## config.mk

```make
export PLATFORM = sky130hd
export DESIGN_NAME = completion_credit_tracker
export DESIGN_NICKNAME = d
export VERILOG_FILES = /design/src/hdl/credit_pkg.sv /design/src/hdl/completion_credit_tracker.sv /design/src/hdl/tag_credit_store.sv
export SDC_FILE = /design/constraint.sdc
export NUM_CORES = 1
export LEC_CHECK = 0
export ABC_AREA = 1
export BUFFER_PORTS_ARGS = -buffer_cell sky130_fd_sc_hd__buf_2
export CAP_MARGIN = 10
export CORE_MARGIN = 4
export CORE_UTILIZATION = 50
export CTS_CLUSTER_SIZE = 28
export DETAILED_ROUTE_END_ITERATION = 16
export PLACE_DENSITY = 0.69
export REMOVE_ABC_BUFFERS = 1
export SETUP_SLACK_MARGIN = 0.2
export SLEW_MARGIN = 20
export SYNTH_ARGS = -nofsm -noshare
export SYNTH_HDL_FRONTEND = slang
export SYNTH_SLANG_ARGS = --single-unit
```

## constraint.sdc

```tcl
create_clock -name core_clk -period 18.9 [get_ports core_clk]
set_input_delay 3.78 -clock core_clk [delete_from_list [all_inputs] [get_ports core_clk]]
set_output_delay 3.78 -clock core_clk [all_outputs]
set_load 0.02 [all_outputs]
```

## src/hdl/credit_pkg.sv

```systemverilog
/*
  Constants and types for the completion credit tracker: credit sizes,
  configuration field positions, reset values and the method selection.
  Assumes nothing of its surroundings; every user names items in full.
*/
package credit_pkg;

  // static choice of completion space management method
  typedef enum logic [1:0] {
    request_limit_mode = 2'h0,
    per_packet_mode = 2'h1,
    per_boundary_mode = 2'h2,
    line_rate_stream_mode = 2'h3
  } method_e;

  // credit pool totals for the default core configuration
  localparam int unsigned HEADER_CREDIT_TOTAL_DEF = 36;
  localparam int unsigned DATA_CREDIT_TOTAL_DEF = 77;

  // widths
  localparam int unsigned CREDIT_W = 10;
  localparam int unsigned TAG_W = 5;
  localparam int unsigned LEN_W = 13;
  localparam int unsigned ADDR_W = 7;
  localparam int unsigned SPAN_W = 14;

  // configuration field positions
  localparam int unsigned BOUNDARY_BIT = 3;
  localparam int unsigned MAX_REQ_LSB = 12;
  localparam int unsigned MAX_REQ_MSB = 14;
  localparam logic [2:0] MAX_REQ_LAST_CODE = 3'h5;

  // log2 of byte sizes: 16 byte data credit, 64 byte boundary, 128 byte
  // smallest read request
  localparam logic [3:0] DATA_CREDIT_SHIFT = 4'h4;
  localparam logic [3:0] BOUNDARY_BASE_SHIFT = 4'h6;
  localparam logic [3:0] MAX_REQ_BASE_SHIFT = 4'h7;
  // log2 of data credits per 64 byte boundary block
  localparam logic [3:0] CREDITS_PER_BLOCK_SHIFT = 4'h2;

  // fixed reservations for I/O requests
  localparam logic [CREDIT_W-1:0] IO_HEADER_CREDITS = 10'h001;
  localparam logic [CREDIT_W-1:0] IO_READ_DATA_CREDITS = 10'h001;
  localparam logic [CREDIT_W-1:0] IO_WRITE_DATA_CREDITS = 10'h000;

  // reset values
  localparam logic [CREDIT_W-1:0] CREDIT_RESET = 10'h000;

endpackage : credit_pkg

```

## src/hdl/completion_credit_tracker.sv

```systemverilog
/*
  Completion credit tracker: gates Non-Posted requests toward the endpoint
  core in every method but line-rate streaming, which never holds them, so
  that their completions always fit the receive buffer, and frees the space
  as completions come back.
  Assumes the core configuration outputs and the completion header fields
  come from logic on core_clk; each completion header is one pulse.
*/
// Contract
// Boundary is 64 bytes when link control bit 3 is 0, else 128.
// Without sampling that bit, a 64 byte boundary is used.
// Completions start and end on aligned boundaries except request ends.
// Header reservation equals the boundary blocks a response may occupy.
// Request-limit headers per request: ceiling of max request by boundary.
// Request limit is min of data and header pool quotients.
// Outstanding count clears at reset, moves per send and completion.
// Per-packet reservations use ceiling formulas; I/O writes reserve no data.
// Header and data pending counters clear at reset.
// Send only if both pools fit; add and keep reservations per request.
// Per-packet: free kept reservations once all completion data returned.
// Data credits per boundary block is boundary bytes over 16.
// Per-boundary data reservation is header reservation times block credits.
// Per-boundary: each crossed block frees one header and block credits.
// Crossings are ceiling of lower address offset plus length by boundary.
// A running address rollover count may replace the crossing formula.
// I/O reads may reserve one data credit, I/O writes none.
// Completion tag selects original request type to free right credits.
// Line-rate streaming skips accounting only if completions taken at rate.
// Pool totals are fixed by payload size and performance level.
// Max request from device control bits 14:12, default 128 bytes.
// Method is a static parameter; counters hold the largest data total.
`timescale 1ns/1ps

module completion_credit_tracker #(
  parameter credit_pkg::method_e METHOD = credit_pkg::per_packet_mode,
  parameter int unsigned HEADER_TOTAL = credit_pkg::HEADER_CREDIT_TOTAL_DEF,
  parameter int unsigned DATA_TOTAL = credit_pkg::DATA_CREDIT_TOTAL_DEF,
  parameter bit USE_BOUNDARY_CFG = 1'b1,
  parameter bit USE_MAX_REQ_CFG = 1'b1
) (
  // clock and reset
  input wire logic core_clk,
  input wire logic rst_n,
  // core configuration outputs
  input wire logic [15:0] cfg_link_control,
  input wire logic [15:0] cfg_device_control,
  // request from user logic
  input wire logic req_valid,
  output logic req_ready,
  input wire logic [credit_pkg::ADDR_W-1:0] req_addr_low,
  input wire logic [credit_pkg::LEN_W-1:0] req_len_bytes,
  input wire logic req_io_read,
  input wire logic req_io_write,
  input wire logic [credit_pkg::TAG_W-1:0] req_tag,
  // completion headers from the receive interface
  input wire logic cpl_start,
  input wire logic cpl_final,
  input wire logic [credit_pkg::ADDR_W-1:0] cpl_lower_addr,
  input wire logic [credit_pkg::LEN_W-1:0] cpl_len_bytes,
  input wire logic [credit_pkg::TAG_W-1:0] cpl_tag,
  // tracker state
  output logic [credit_pkg::CREDIT_W-1:0] header_credits_reserved,
  output logic [credit_pkg::CREDIT_W-1:0] data_credits_reserved,
  output logic [credit_pkg::CREDIT_W-1:0] outstanding_request_count,
  output logic [credit_pkg::CREDIT_W-1:0] outstanding_request_limit
);

  localparam int unsigned CW = credit_pkg::CREDIT_W;
  localparam logic [CW:0] HDR_TOT = (CW+1)'(HEADER_TOTAL);
  localparam logic [CW:0] DAT_TOT = (CW+1)'(DATA_TOTAL);
  localparam bit IS_LIMIT = (METHOD == credit_pkg::request_limit_mode);
  localparam bit IS_PACKET = (METHOD == credit_pkg::per_packet_mode);
  localparam bit IS_BLOCK = (METHOD == credit_pkg::per_boundary_mode);
  localparam bit IS_STREAM = (METHOD == credit_pkg::line_rate_stream_mode);

  // ceiling of span over a power of two
  function automatic logic [CW-1:0] ceil_blocks(
    input logic [credit_pkg::SPAN_W-1:0] span,
    input logic [3:0] shift
  );
    logic [credit_pkg::SPAN_W:0] rounded;
    rounded = ({1'b0, span} + ((15'h0001 << shift) - 15'h0001)) >> shift;
    return rounded[CW-1:0];
  endfunction : ceil_blocks

  // pending counter update, never below zero
  function automatic logic [CW-1:0] credit_update(
    input logic [CW-1:0] cur,
    input logic [CW-1:0] add,
    input logic [CW-1:0] sub
  );
    logic [CW:0] sum;
    sum = {1'b0, cur} + {1'b0, add};
    return (sum > {1'b0, sub}) ? CW'(sum - {1'b0, sub}) : '0;
  endfunction : credit_update

  // configuration decode
  // boundary select bit
  // default to 64 bytes
  wire boundary_sel = USE_BOUNDARY_CFG &&
                      cfg_link_control[credit_pkg::BOUNDARY_BIT];
  wire [2:0] max_req_raw = cfg_device_control[credit_pkg::MAX_REQ_MSB:
                                               credit_pkg::MAX_REQ_LSB];
  // reserved codes and unread field fall back to 128 bytes
  wire [2:0] max_req_code = (USE_MAX_REQ_CFG &&
                             max_req_raw <= credit_pkg::MAX_REQ_LAST_CODE) ?
                            max_req_raw : 3'h0;
  wire [3:0] boundary_shift = credit_pkg::BOUNDARY_BASE_SHIFT +
                              {3'h0, boundary_sel};
  // block credits are 4 or 8, kept as a shift
  wire [3:0] per_block_shift = credit_pkg::CREDITS_PER_BLOCK_SHIFT +
                               {3'h0, boundary_sel};
  wire [credit_pkg::ADDR_W-1:0] boundary_mask = boundary_sel ? 7'h7F : 7'h3F;

  // request-limit figures
  // max request over boundary, exact since both are powers of two
  wire [3:0] max_req_shift = credit_pkg::MAX_REQ_BASE_SHIFT +
                             {1'b0, max_req_code};
  wire [3:0] hdr_per_req_shift = max_req_shift - boundary_shift;
  wire [3:0] max_req_credit_shift = max_req_shift -
                                    credit_pkg::DATA_CREDIT_SHIFT;
  // smaller of the two pool quotients
  wire [CW:0] limit_by_data = DAT_TOT >> max_req_credit_shift;
  wire [CW:0] limit_by_hdr = HDR_TOT >> hdr_per_req_shift;
  wire [CW:0] limit_min = (limit_by_data < limit_by_hdr) ?
                          limit_by_data : limit_by_hdr;

  // per-request reservations
  wire req_is_io = req_io_read | req_io_write;
  // blocks the response can occupy
  wire [credit_pkg::SPAN_W-1:0] req_blk_span =
    {7'h00, req_addr_low & boundary_mask} + {1'b0, req_len_bytes};
  wire [credit_pkg::SPAN_W-1:0] req_dat_span =
    {10'h000, req_addr_low[3:0]} + {1'b0, req_len_bytes};
  wire [CW-1:0] req_hdr_mem = ceil_blocks(req_blk_span, boundary_shift);
  wire [CW-1:0] req_hdr_res = req_is_io ? credit_pkg::IO_HEADER_CREDITS :
                              req_hdr_mem;
  // sixteen byte credits in per-packet mode
  wire [CW-1:0] req_dat_pkt = ceil_blocks(req_dat_span,
                                          credit_pkg::DATA_CREDIT_SHIFT);
  // whole blocks in per-boundary mode
  wire [CW-1:0] req_dat_blk = req_hdr_mem << per_block_shift;
  // one credit per I/O read, none per I/O write
  wire [CW-1:0] req_dat_io = req_io_write ?
                             credit_pkg::IO_WRITE_DATA_CREDITS :
                             credit_pkg::IO_READ_DATA_CREDITS;
  wire [CW-1:0] req_dat_res = req_is_io ? req_dat_io :
                              (IS_BLOCK ? req_dat_blk : req_dat_pkt);

  logic [CW-1:0] hdr_ff;
  logic [CW-1:0] dat_ff;
  logic [CW-1:0] np_cnt_ff;
  logic [CW-1:0] limit_ff;
  logic cpl_v_ff;
  logic cpl_final_ff;
  logic [CW-1:0] cpl_cross_ff;
  logic [CW-1:0] st_hdr;
  logic [CW-1:0] st_dat;
  logic st_io;

  // both pools must hold the new reservation
  wire [CW:0] hdr_need = {1'b0, hdr_ff} + {1'b0, req_hdr_res};
  wire [CW:0] dat_need = {1'b0, dat_ff} + {1'b0, req_dat_res};
  wire credit_fits = (hdr_need <= HDR_TOT) && (dat_need <= DAT_TOT);
  // stay within 0 to the limit
  wire limit_fits = np_cnt_ff < limit_ff;
  // streaming issues at line rate; completions are always taken
  assign req_ready = IS_STREAM ? 1'b1 :
                     (IS_LIMIT ? limit_fits : credit_fits);
  wire req_fire = req_valid & req_ready;

  // formula, no rollover
  // crossings from lower address and length
  // aligned completions make this count exact
  wire [credit_pkg::SPAN_W-1:0] cpl_span =
    {7'h00, cpl_lower_addr & boundary_mask} + {1'b0, cpl_len_bytes};
  wire [CW-1:0] cpl_cross = ceil_blocks(cpl_span, boundary_shift);

  // look up the original request by tag
  tag_credit_store u_store (
    .core_clk(core_clk),
    .wr_en(req_fire),
    .wr_tag(req_tag),
    .wr_header(req_hdr_res),
    .wr_data(req_dat_res),
    .wr_io(req_is_io),
    .rd_tag(cpl_tag),
    .rd_header_ff(st_hdr),
    .rd_data_ff(st_dat),
    .rd_io_ff(st_io)
  );

  // release amounts, one clock after the completion header
  wire cpl_done = cpl_v_ff & cpl_final_ff;
  // whole reservation at the last completion
  wire [CW-1:0] pkt_hdr_sub = cpl_done ? st_hdr : '0;
  wire [CW-1:0] pkt_dat_sub = cpl_done ? st_dat : '0;
  // one header and a block of data per crossing
  // I/O completions free what their request kept
  wire [CW-1:0] blk_hdr_sub = !cpl_v_ff ? '0 :
                              (st_io ? st_hdr : cpl_cross_ff);
  wire [CW-1:0] blk_dat_sub = !cpl_v_ff ? '0 :
                              (st_io ? st_dat :
                               CW'(cpl_cross_ff << per_block_shift));
  wire [CW-1:0] hdr_sub = IS_BLOCK ? blk_hdr_sub :
                          (IS_PACKET ? pkt_hdr_sub : '0);
  wire [CW-1:0] dat_sub = IS_BLOCK ? blk_dat_sub :
                          (IS_PACKET ? pkt_dat_sub : '0);
  wire counting = IS_PACKET | IS_BLOCK;
  wire [CW-1:0] hdr_add = (counting && req_fire) ? req_hdr_res : '0;
  wire [CW-1:0] dat_add = (counting && req_fire) ? req_dat_res : '0;

  wire [CW-1:0] nxt_hdr_ff = credit_update(hdr_ff, hdr_add, hdr_sub);
  wire [CW-1:0] nxt_dat_ff = credit_update(dat_ff, dat_add, dat_sub);
  wire [CW-1:0] np_add = (IS_LIMIT && req_fire) ? 10'h001 : 10'h000;
  wire [CW-1:0] np_sub = (IS_LIMIT && cpl_done) ? 10'h001 : 10'h000;
  wire [CW-1:0] nxt_np_cnt_ff = credit_update(np_cnt_ff, np_add, np_sub);

  // pending counters clear at reset
  // counters sized for the largest data pool
  always_ff @(posedge core_clk) begin
    if (!rst_n) begin
      hdr_ff <= credit_pkg::CREDIT_RESET;
      dat_ff <= credit_pkg::CREDIT_RESET;
    end else begin
      hdr_ff <= nxt_hdr_ff;
      dat_ff <= nxt_dat_ff;
    end
  end

  // outstanding count clears at reset
  always_ff @(posedge core_clk) begin
    if (!rst_n) begin
      np_cnt_ff <= credit_pkg::CREDIT_RESET;
      limit_ff <= credit_pkg::CREDIT_RESET;
    end else begin
      np_cnt_ff <= nxt_np_cnt_ff;
      limit_ff <= limit_min[CW-1:0];
    end
  end

  always_ff @(posedge core_clk) begin
    if (!rst_n) begin
      cpl_v_ff <= 1'b0;
      cpl_final_ff <= 1'b0;
      cpl_cross_ff <= credit_pkg::CREDIT_RESET;
    end else begin
      cpl_v_ff <= cpl_start;
      cpl_final_ff <= cpl_start & cpl_final;
      cpl_cross_ff <= cpl_cross;
    end
  end

  assign header_credits_reserved = hdr_ff;
  assign data_credits_reserved = dat_ff;
  assign outstanding_request_count = np_cnt_ff;
  assign outstanding_request_limit = limit_ff;
endmodule : completion_credit_tracker

```

## src/hdl/tag_credit_store.sv

```systemverilog
/*
  Per-tag store of the credits reserved for each outstanding request and
  whether the request was an I/O transaction.
  Assumes one write and one read per cycle on the same clock; read data
  appear one clock after the address, from a register.
*/
`timescale 1ns/1ps

module tag_credit_store (
  // clock
  input wire logic core_clk,
  // write side
  input wire logic wr_en,
  input wire logic [credit_pkg::TAG_W-1:0] wr_tag,
  input wire logic [credit_pkg::CREDIT_W-1:0] wr_header,
  input wire logic [credit_pkg::CREDIT_W-1:0] wr_data,
  input wire logic wr_io,
  // read side
  input wire logic [credit_pkg::TAG_W-1:0] rd_tag,
  output logic [credit_pkg::CREDIT_W-1:0] rd_header_ff,
  output logic [credit_pkg::CREDIT_W-1:0] rd_data_ff,
  output logic rd_io_ff
);

  localparam int unsigned DEPTH = 1 << credit_pkg::TAG_W;

  logic [credit_pkg::CREDIT_W-1:0] header_mem [DEPTH];
  logic [credit_pkg::CREDIT_W-1:0] data_mem [DEPTH];
  logic io_mem [DEPTH];

  always_ff @(posedge core_clk) begin
    if (wr_en) begin
      header_mem[wr_tag] <= wr_header;
      data_mem[wr_tag] <= wr_data;
      io_mem[wr_tag] <= wr_io;
    end
  end

  always_ff @(posedge core_clk) begin
    rd_header_ff <= header_mem[rd_tag];
    rd_data_ff <= data_mem[rd_tag];
    rd_io_ff <= io_mem[rd_tag];
  end

endmodule : tag_credit_store

```

==> flow_summary.json, run 1 <==
{
  "htreeDepth": 3,
  "combPwrFrac_pct": 18.0,
  "nets": 2933,
  "rr_worst_depth": 31,
  "core_area_um2": 59130,
  "ys_ff_latch": 656,
  "cts-resized-gates": 0,
  "die_area_um2": 63910,
  "yosysUniqueCellTypes": 48,
  "fin_crit_ns": 12.56,
  "worst_pin_slew_ns": 1.087,
  "synth_area_leaders": "edfxtp_1 (61%), o21ai_0 (5.9%), nor2_1 (5.4%)",
  "hold_path.class": "flip-flop to flip-flop",
  "period_share_pct": 66.46,
  "finalWirelength_mm": 78.20,
  "maxSlewHeadroom_pct": 27.42,
  "clkLatencyLatePin_ns": 0.61,
  "syn_to_final_growth_pct": 11.23,
  "place_congestion": 0.9172,
  "synth.cells.most_frequent": "edfxtp_1 (608), nor2_1 (431), o21ai_0 (354)",
  "antenna_found_initial": 0,
  "maxCapViolations": 0,
  "cts-buffers-inserted": 69,
  "ir_drop_mv": 0.08945,
  "swShare_pct": 28.19,
  "synth_top_area_share_pct": 60.93,
  "grt_max_degree": 163,
  "pin_count": 130,
  "hpwl_mm": 46.09,
  "drive_gt1_share_pct": 10.32,
  "p_clk_share_pct": 36.6,
  "start_kind": "input port",
  "cts_tree": "yes",
  "place_inst": 3435,
  "cp.required_ns": 15.12,
  "netlist_area_um2": 29960,
  "clk_pin_slew_ns": 0.06,
  "tns_ns": 0,
  "drt_first_pass_iters": 6,
  "track_usage_pct": 24.14,
  "cts_buffer_depth": 3,
  "cts_hold_buf": 0,
  "portBuffers": 68,
  "power_density_nw_per_um2": 109.0,
  "max_freq_mhz": 79.62,
  "worstSetupPathType": "input port to primary output",
  "synth_warnings": 0,
  "finalNonFillerCells": 3563,
  "synth.largest_area_cell": "edfxtp_1",
  "syn_inst": 2680,
  "synth_most_common_cell": "edfxtp_1",
  "fin_util_pct": 56.36,
  "finalClockSkew_ns": 0.01984,
  "p_int_mw": 2.609,
  "via_per_inst": 5.940,
  "p_sw_mw": 1.024,
  "die_w_um": 252.8,
  "initial_core_util_pct": 50.67,
  "rsz0062_at_grt": "no",
  "pwr-share-seq_pct": 45.4,
  "wl_per_cell_um": 21.95,
  "initialDrtViolationCount": 2236,
  "finalHoldViolCount": 0,
  "ys.flop_type": "edfxtp_1",
  "critPathMaxFanout": 33,
  "p_total_mw": 3.634,
  "synth_edf_count": 608,
  "dr_total_vias": 21170,
  "gr-total-overflow": 0,
  "hold_slack_ns": 0.6881,
  "grt_pass1_wl_mm": 118.3,
  "end_kind": "primary output",
  "rows": 89,
  "cts_setup_buffers": 0,
  "grt_pass1_vias": 20380,
  "cp.arrival_ns": 8.78,
  "cts_sinks": 656,
  "n_antenna_cell": 0,
  "min_path_cells": 4,
  "yosysSeqAreaShare_pct": 64.14,
  "drc": 0,
  "ant_nets": 0,
  "avgSynthCellArea_um2": 11.18,
  "cts_root_buf": "clkbuf_16",
  "setup_violations": 0,
  "final_max_slew_viol_count": 0,
  "p_leak_nw": 12.23,
  "outcome": "finished, final reports clean",
  "die_h_um": 252.8,
  "synth-async-reset-ratio_pct": 0
}
[state kept, by name, indices dropped and copies added, names as in the netlist]
register	flops
cpl_v_ff	1
u_store.header_mem	288
u_store.data_mem	320
outstanding_request_limit	7
data_credits_reserved	10
cpl_final_ff	1
u_store.rd_data_ff	10
u_store.rd_header_ff	9
header_credits_reserved	10
[area by class of cell]
| cell class | instances | area [um^2] |
|---|---|---|
| Clock buffer | 92 | 1854 |
| Clock inverter | 36 | 379.1 |
| Fill cell | 4838 | 25800 |
| Inverter | 190 | 723.2 |
| Multi-Input combinational cell | 1697 | 9449 |
| Sequential cell | 656 | 19220 |
| Tap cell | 773 | 967.2 |
| Timing Repair Buffer | 119 | 737.0 |
[per-layer routing]
metal	share of wire (%)	global-route usage, %	wire length, um
met1	42	33.66	33120
met2	47	39.38	36880
met3	7.5	3.770	5848
met4	3.0	7.817	2352
met5	0	0	0
[cells by family after synthesis]
logic type / Yosys count / synth area share (%)
DFF: 656 / 64.14
adders and majority gates: 111 / 4.836
buffers and inverters: 340 / 4.664
xor gates and xnor gates: 34 / 0.9938
AOI/OAI and AO/OA: 644 / 12.75
other: 1 / 0.01252
and+or+nand+nor: 894 / 12.60
[placed cells by master, fill, tap and decap left out, types with 23 or more instances in the layout]
| cell | Yosys | routed |
|---|---|---|
| a31oi_1 | 30 | 30 |
| nand3_1 | 106 | 106 |
| dfxtp_1 | 48 | 48 |
| clkbuf_16 | 0 | 70 |
| nor2_1 | 431 | 429 |
| buf_4 | 15 | 53 |
| nand2_1 | 249 | 249 |
| xnor2_1 | 23 | 23 |
| o22ai_1 | 38 | 38 |
| nor2_2 | 52 | 46 |
| inv_1 | 187 | 183 |
| ha_1 | 103 | 103 |
| buf_2 | 22 | 65 |
| edfxtp_1 | 608 | 608 |
| o21ai_0 | 354 | 354 |
| a21oi_1 | 72 | 71 |
| o221ai_1 | 114 | 114 |
[power groups by stage]
stage	registers (mW)	clock network [mW]	logic [mW]
CTS	1.65	1.35	0.651
finish	1.65	1.33	0.655
global route	1.65	1.41	0.728
detailed placement	1.68	0	0.648
floorplan	1.69	0	0.435
global placement	1.68	0	0.633
[path summary, 6_finish.rpt]
kind,slack [ns],startpoint,end
setup reg to reg,12.98,header_credits_reserved[0],header_credits_reserved[5]
hold reg to reg,0.69,u_store.rd_data_ff[0],data_credits_reserved[0]
setup / recovery,6.34,cfg_link_control[3],req_ready
hold / removal,0.69,u_store.rd_data_ff[0],data_credits_reserved[0]
[per-stage QoR]
step                cell area (um^2)  setup slack [ns]
finish                         33330             6.340
global route                   33330             6.066
CTS                            33330             5.954
detailed placement             31090             5.965
global placement               31090             6.217
floorplan                      29330             7.129
[critical path, cell delays in order]
cell and delay [ns]:
buf_2 0.16, nand2_1 0.11, ha_1 0.28, inv_1 0.05
fa_1 0.50, ha_1 0.38, nand2_1 0.12, nor2_1 0.16
nand2_1 0.07, nand2_1 0.10, xor2_1 0.22, o21ai_0 0.21
inv_2 0.56, ha_1 0.36, fa_1 0.42, or2_2 0.27
nand3_1 0.09, nand3_1 0.08, nor2_1 0.12, nor2_1 0.06
nor2_1 0.10, nand3_1 0.12, nor2_4 0.16, and2_1 0.14
buf_2 0.16
(Power assumes the default switching activity.)
==> run 2, diff against run 1 <==
==> constraint.sdc (replaced) <==
create_clock -name core_clk -period 11.8 [get_ports core_clk]
set_input_delay 2.36 -clock core_clk [delete_from_list [all_inputs] [get_ports core_clk]]
set_output_delay 2.36 -clock core_clk [all_outputs]
set_load 0.02 [all_outputs]
==> run 2 against run 1 <==
Effect of this change:
- clock-buffer cell count stayed put
- via count grew 0.29%
- non-clock buffer count unchanged
- core utilization decreased by 0.091 points
- critical path type is now input port to flip-flop
- largest cell class unchanged
==> flow_summary.json, run 2 (synthesized netlist as in run 1, its figures left out) <==
{
  "start_kind": "input port",
  "maxSlewHeadroom_pct": 26.75,
  "swShare_pct": 28.16,
  "cts_setup_buffers": 0,
  "critPathSlowestCell": "clkinv_1",
  "initialDrtViolationCount": 2312,
  "initial_core_util_pct": 50.67,
  "cts-buffers-inserted": 68,
  "p_int_mw": 4.148,
  "largest_reg_flops": 320,
  "drive_gt1_share_pct": 10.20,
  "rows": 89,
  "core_area_um2": 59130,
  "reg_top3": "u_store.data_mem: 320 flops, u_store.header_mem: 288 flops",
  "crit_buf_inv": 6,
  "p_leak_nw": 12.19,
  "dr_total_vias": 21230,
  "rsz0062_at_grt": "no",
  "worstSetupPathType": "input port to flip-flop",
  "cts_tree": "yes",
  "reg2reg_from": "header_credits_reserved[0]",
  "htreeDepth": 3,
  "p_sw_mw": 1.626,
  "top_register": "u_store.data_mem",
  "outcome": "finished, final reports clean",
  "pin_count": 130,
  "worst_pin_slew_ns": 1.099,
  "period_share_pct": 86.45,
  "cts-resized-gates": 0,
  "die_h_um": 252.8,
  "critPathMaxFanout": 35,
  "finalNonFillerCells": 3558,
  "maxCapViolations": 0,
  "slowest_delay_ns": 0.77,
  "hpwl_mm": 45.79,
  "setup_violations": 0,
  "hold_path.class": "flip-flop to flip-flop",
  "p_clk_share_pct": 36.1,
  "crit_start": "req_addr_low[2]",
  "finalHoldViolCount": 0,
  "power_density_nw_per_um2": 173.5,
  "clkLatencyLatePin_ns": 0.60,
  "clk_pin_slew_ns": 0.07,
  "cts_buffer_depth": 3,
  "max_freq_mhz": 98.03,
  "cts_hold_buf": 0,
  "ant_nets": 0,
  "n_antenna_cell": 0,
  "drc": 0,
  "via_per_inst": 5.966,
  "portBuffers": 68,
  "ir_drop_mv": 0.1408,
  "final_cell_mix": "edfxtp_1 (608), nor2_1 (429), o21ai_0 (354)",
  "tns_ns": 0,
  "die_w_um": 252.8,
  "syn_to_final_growth_pct": 11.05,
  "crit_path_frequent_cell": "nand2_1",
  "cts_root_buf": "clkbuf_16",
  "holdCritStartpoint": "u_store.rd_data_ff[0]",
  "nets": 2932,
  "end_kind": "flip-flop",
  "cpLargestDelayFamily": "simple AND/OR/NAND/NOR gates",
  "pwr-share-seq_pct": 45.7,
  "grt_pass1_vias": 20740,
  "final_max_slew_viol_count": 0,
  "cp.required_ns": 12.28,
  "cp.arrival_ns": 10.68,
  "antenna_found_initial": 0,
  "wl_per_cell_um": 22.19,
  "die_area_um2": 63910,
  "fin_crit_ns": 10.20,
  "layout_commonest_cell": "edfxtp_1",
  "cts_sinks": 656,
  "gr-total-overflow": 0,
  "grt_pass1_wl_mm": 119.4,
  "drt_first_pass_iters": 6,
  "finalWirelength_mm": 78.95,
  "place_congestion": 0.8845,
  "fillCellCount": 4804,
  "grt_max_degree": 174,
  "combPwrFrac_pct": 18.1,
  "track_usage_pct": 24.34,
  "place_inst": 3435,
  "finalClockSkew_ns": 0.01750
}
==> run 2: layout make-up <==
type	count	area [um^2]	area share, %
inverter	190	723.2	2.173
timing repair buffer	119	749.5	2.252
clock buffer	92	1843	5.539
clock inverter	31	324.1	0.9739
sequential	656	19220	57.76
tap	773	967.2	2.907
multi-input combinational	1697	9449	28.40
==> run 2: power groups by stage <==
stage	logic (mW)	registers, mW	clock network [mW]
after floorplan	0.697	2.71	0
after global placement	1.01	2.69	0
after detailed placement	1.03	2.69	0
after CTS	1.04	2.64	2.11
after global routing	1.16	2.64	2.22
final	1.05	2.64	2.09
==> run 2: metrics by stage <==
| stage | power [mW] | hold WS [ns] | setup slack [ns] | util [%] | area [um^2] |
|---|---|---|---|---|---|
| after floorplan | 3.402 | 0.6268 | 2.064 | - | 29330 |
| after global placement | 3.698 | 0.7296 | 1.614 | 52.61 | 31110 |
| after detailed placement | 3.723 | 0.7211 | 1.426 | 52.61 | 31110 |
| after CTS | 5.794 | 0.7225 | 2.052 | 56.27 | 33270 |
| after global routing | 6.017 | 0.7697 | 0.8209 | 56.27 | 33270 |
| final | 5.774 | 0.7234 | 1.599 | 56.27 | 33270 |
==> run 2: final timing paths <==
kind                              end  slack [ns]  depth (start not counted)
min reg2reg  data_credits_reserved[0]        0.72                          4
max reg2reg  data_credits_reserved[1]        5.89                         32
max          data_credits_reserved[1]        1.60                         45
min          data_credits_reserved[0]        0.72                          4
==> run 2: worst reg2reg max path: cells and delay by family, from the launching register on <==
kind                       cells  cell delay, ns
DFF                            1            0.40
adders and majority gates      4            1.36
xor gates and xnor gates       1            0.10
AOI/OAI and AO/OA              5            0.92
buffers and inverters          2            0.48
and+or+nand+nor               20            2.54
==> run 2: routing by layer <==
layer	up-vias	GRT usage, %	part of all wire, %
met5	-	0	0
met4	0	8.589	3.3
met3	162	4.191	7.9
met2	903	38.86	47
met1	10440	34.13	42
li1	9726	-	-
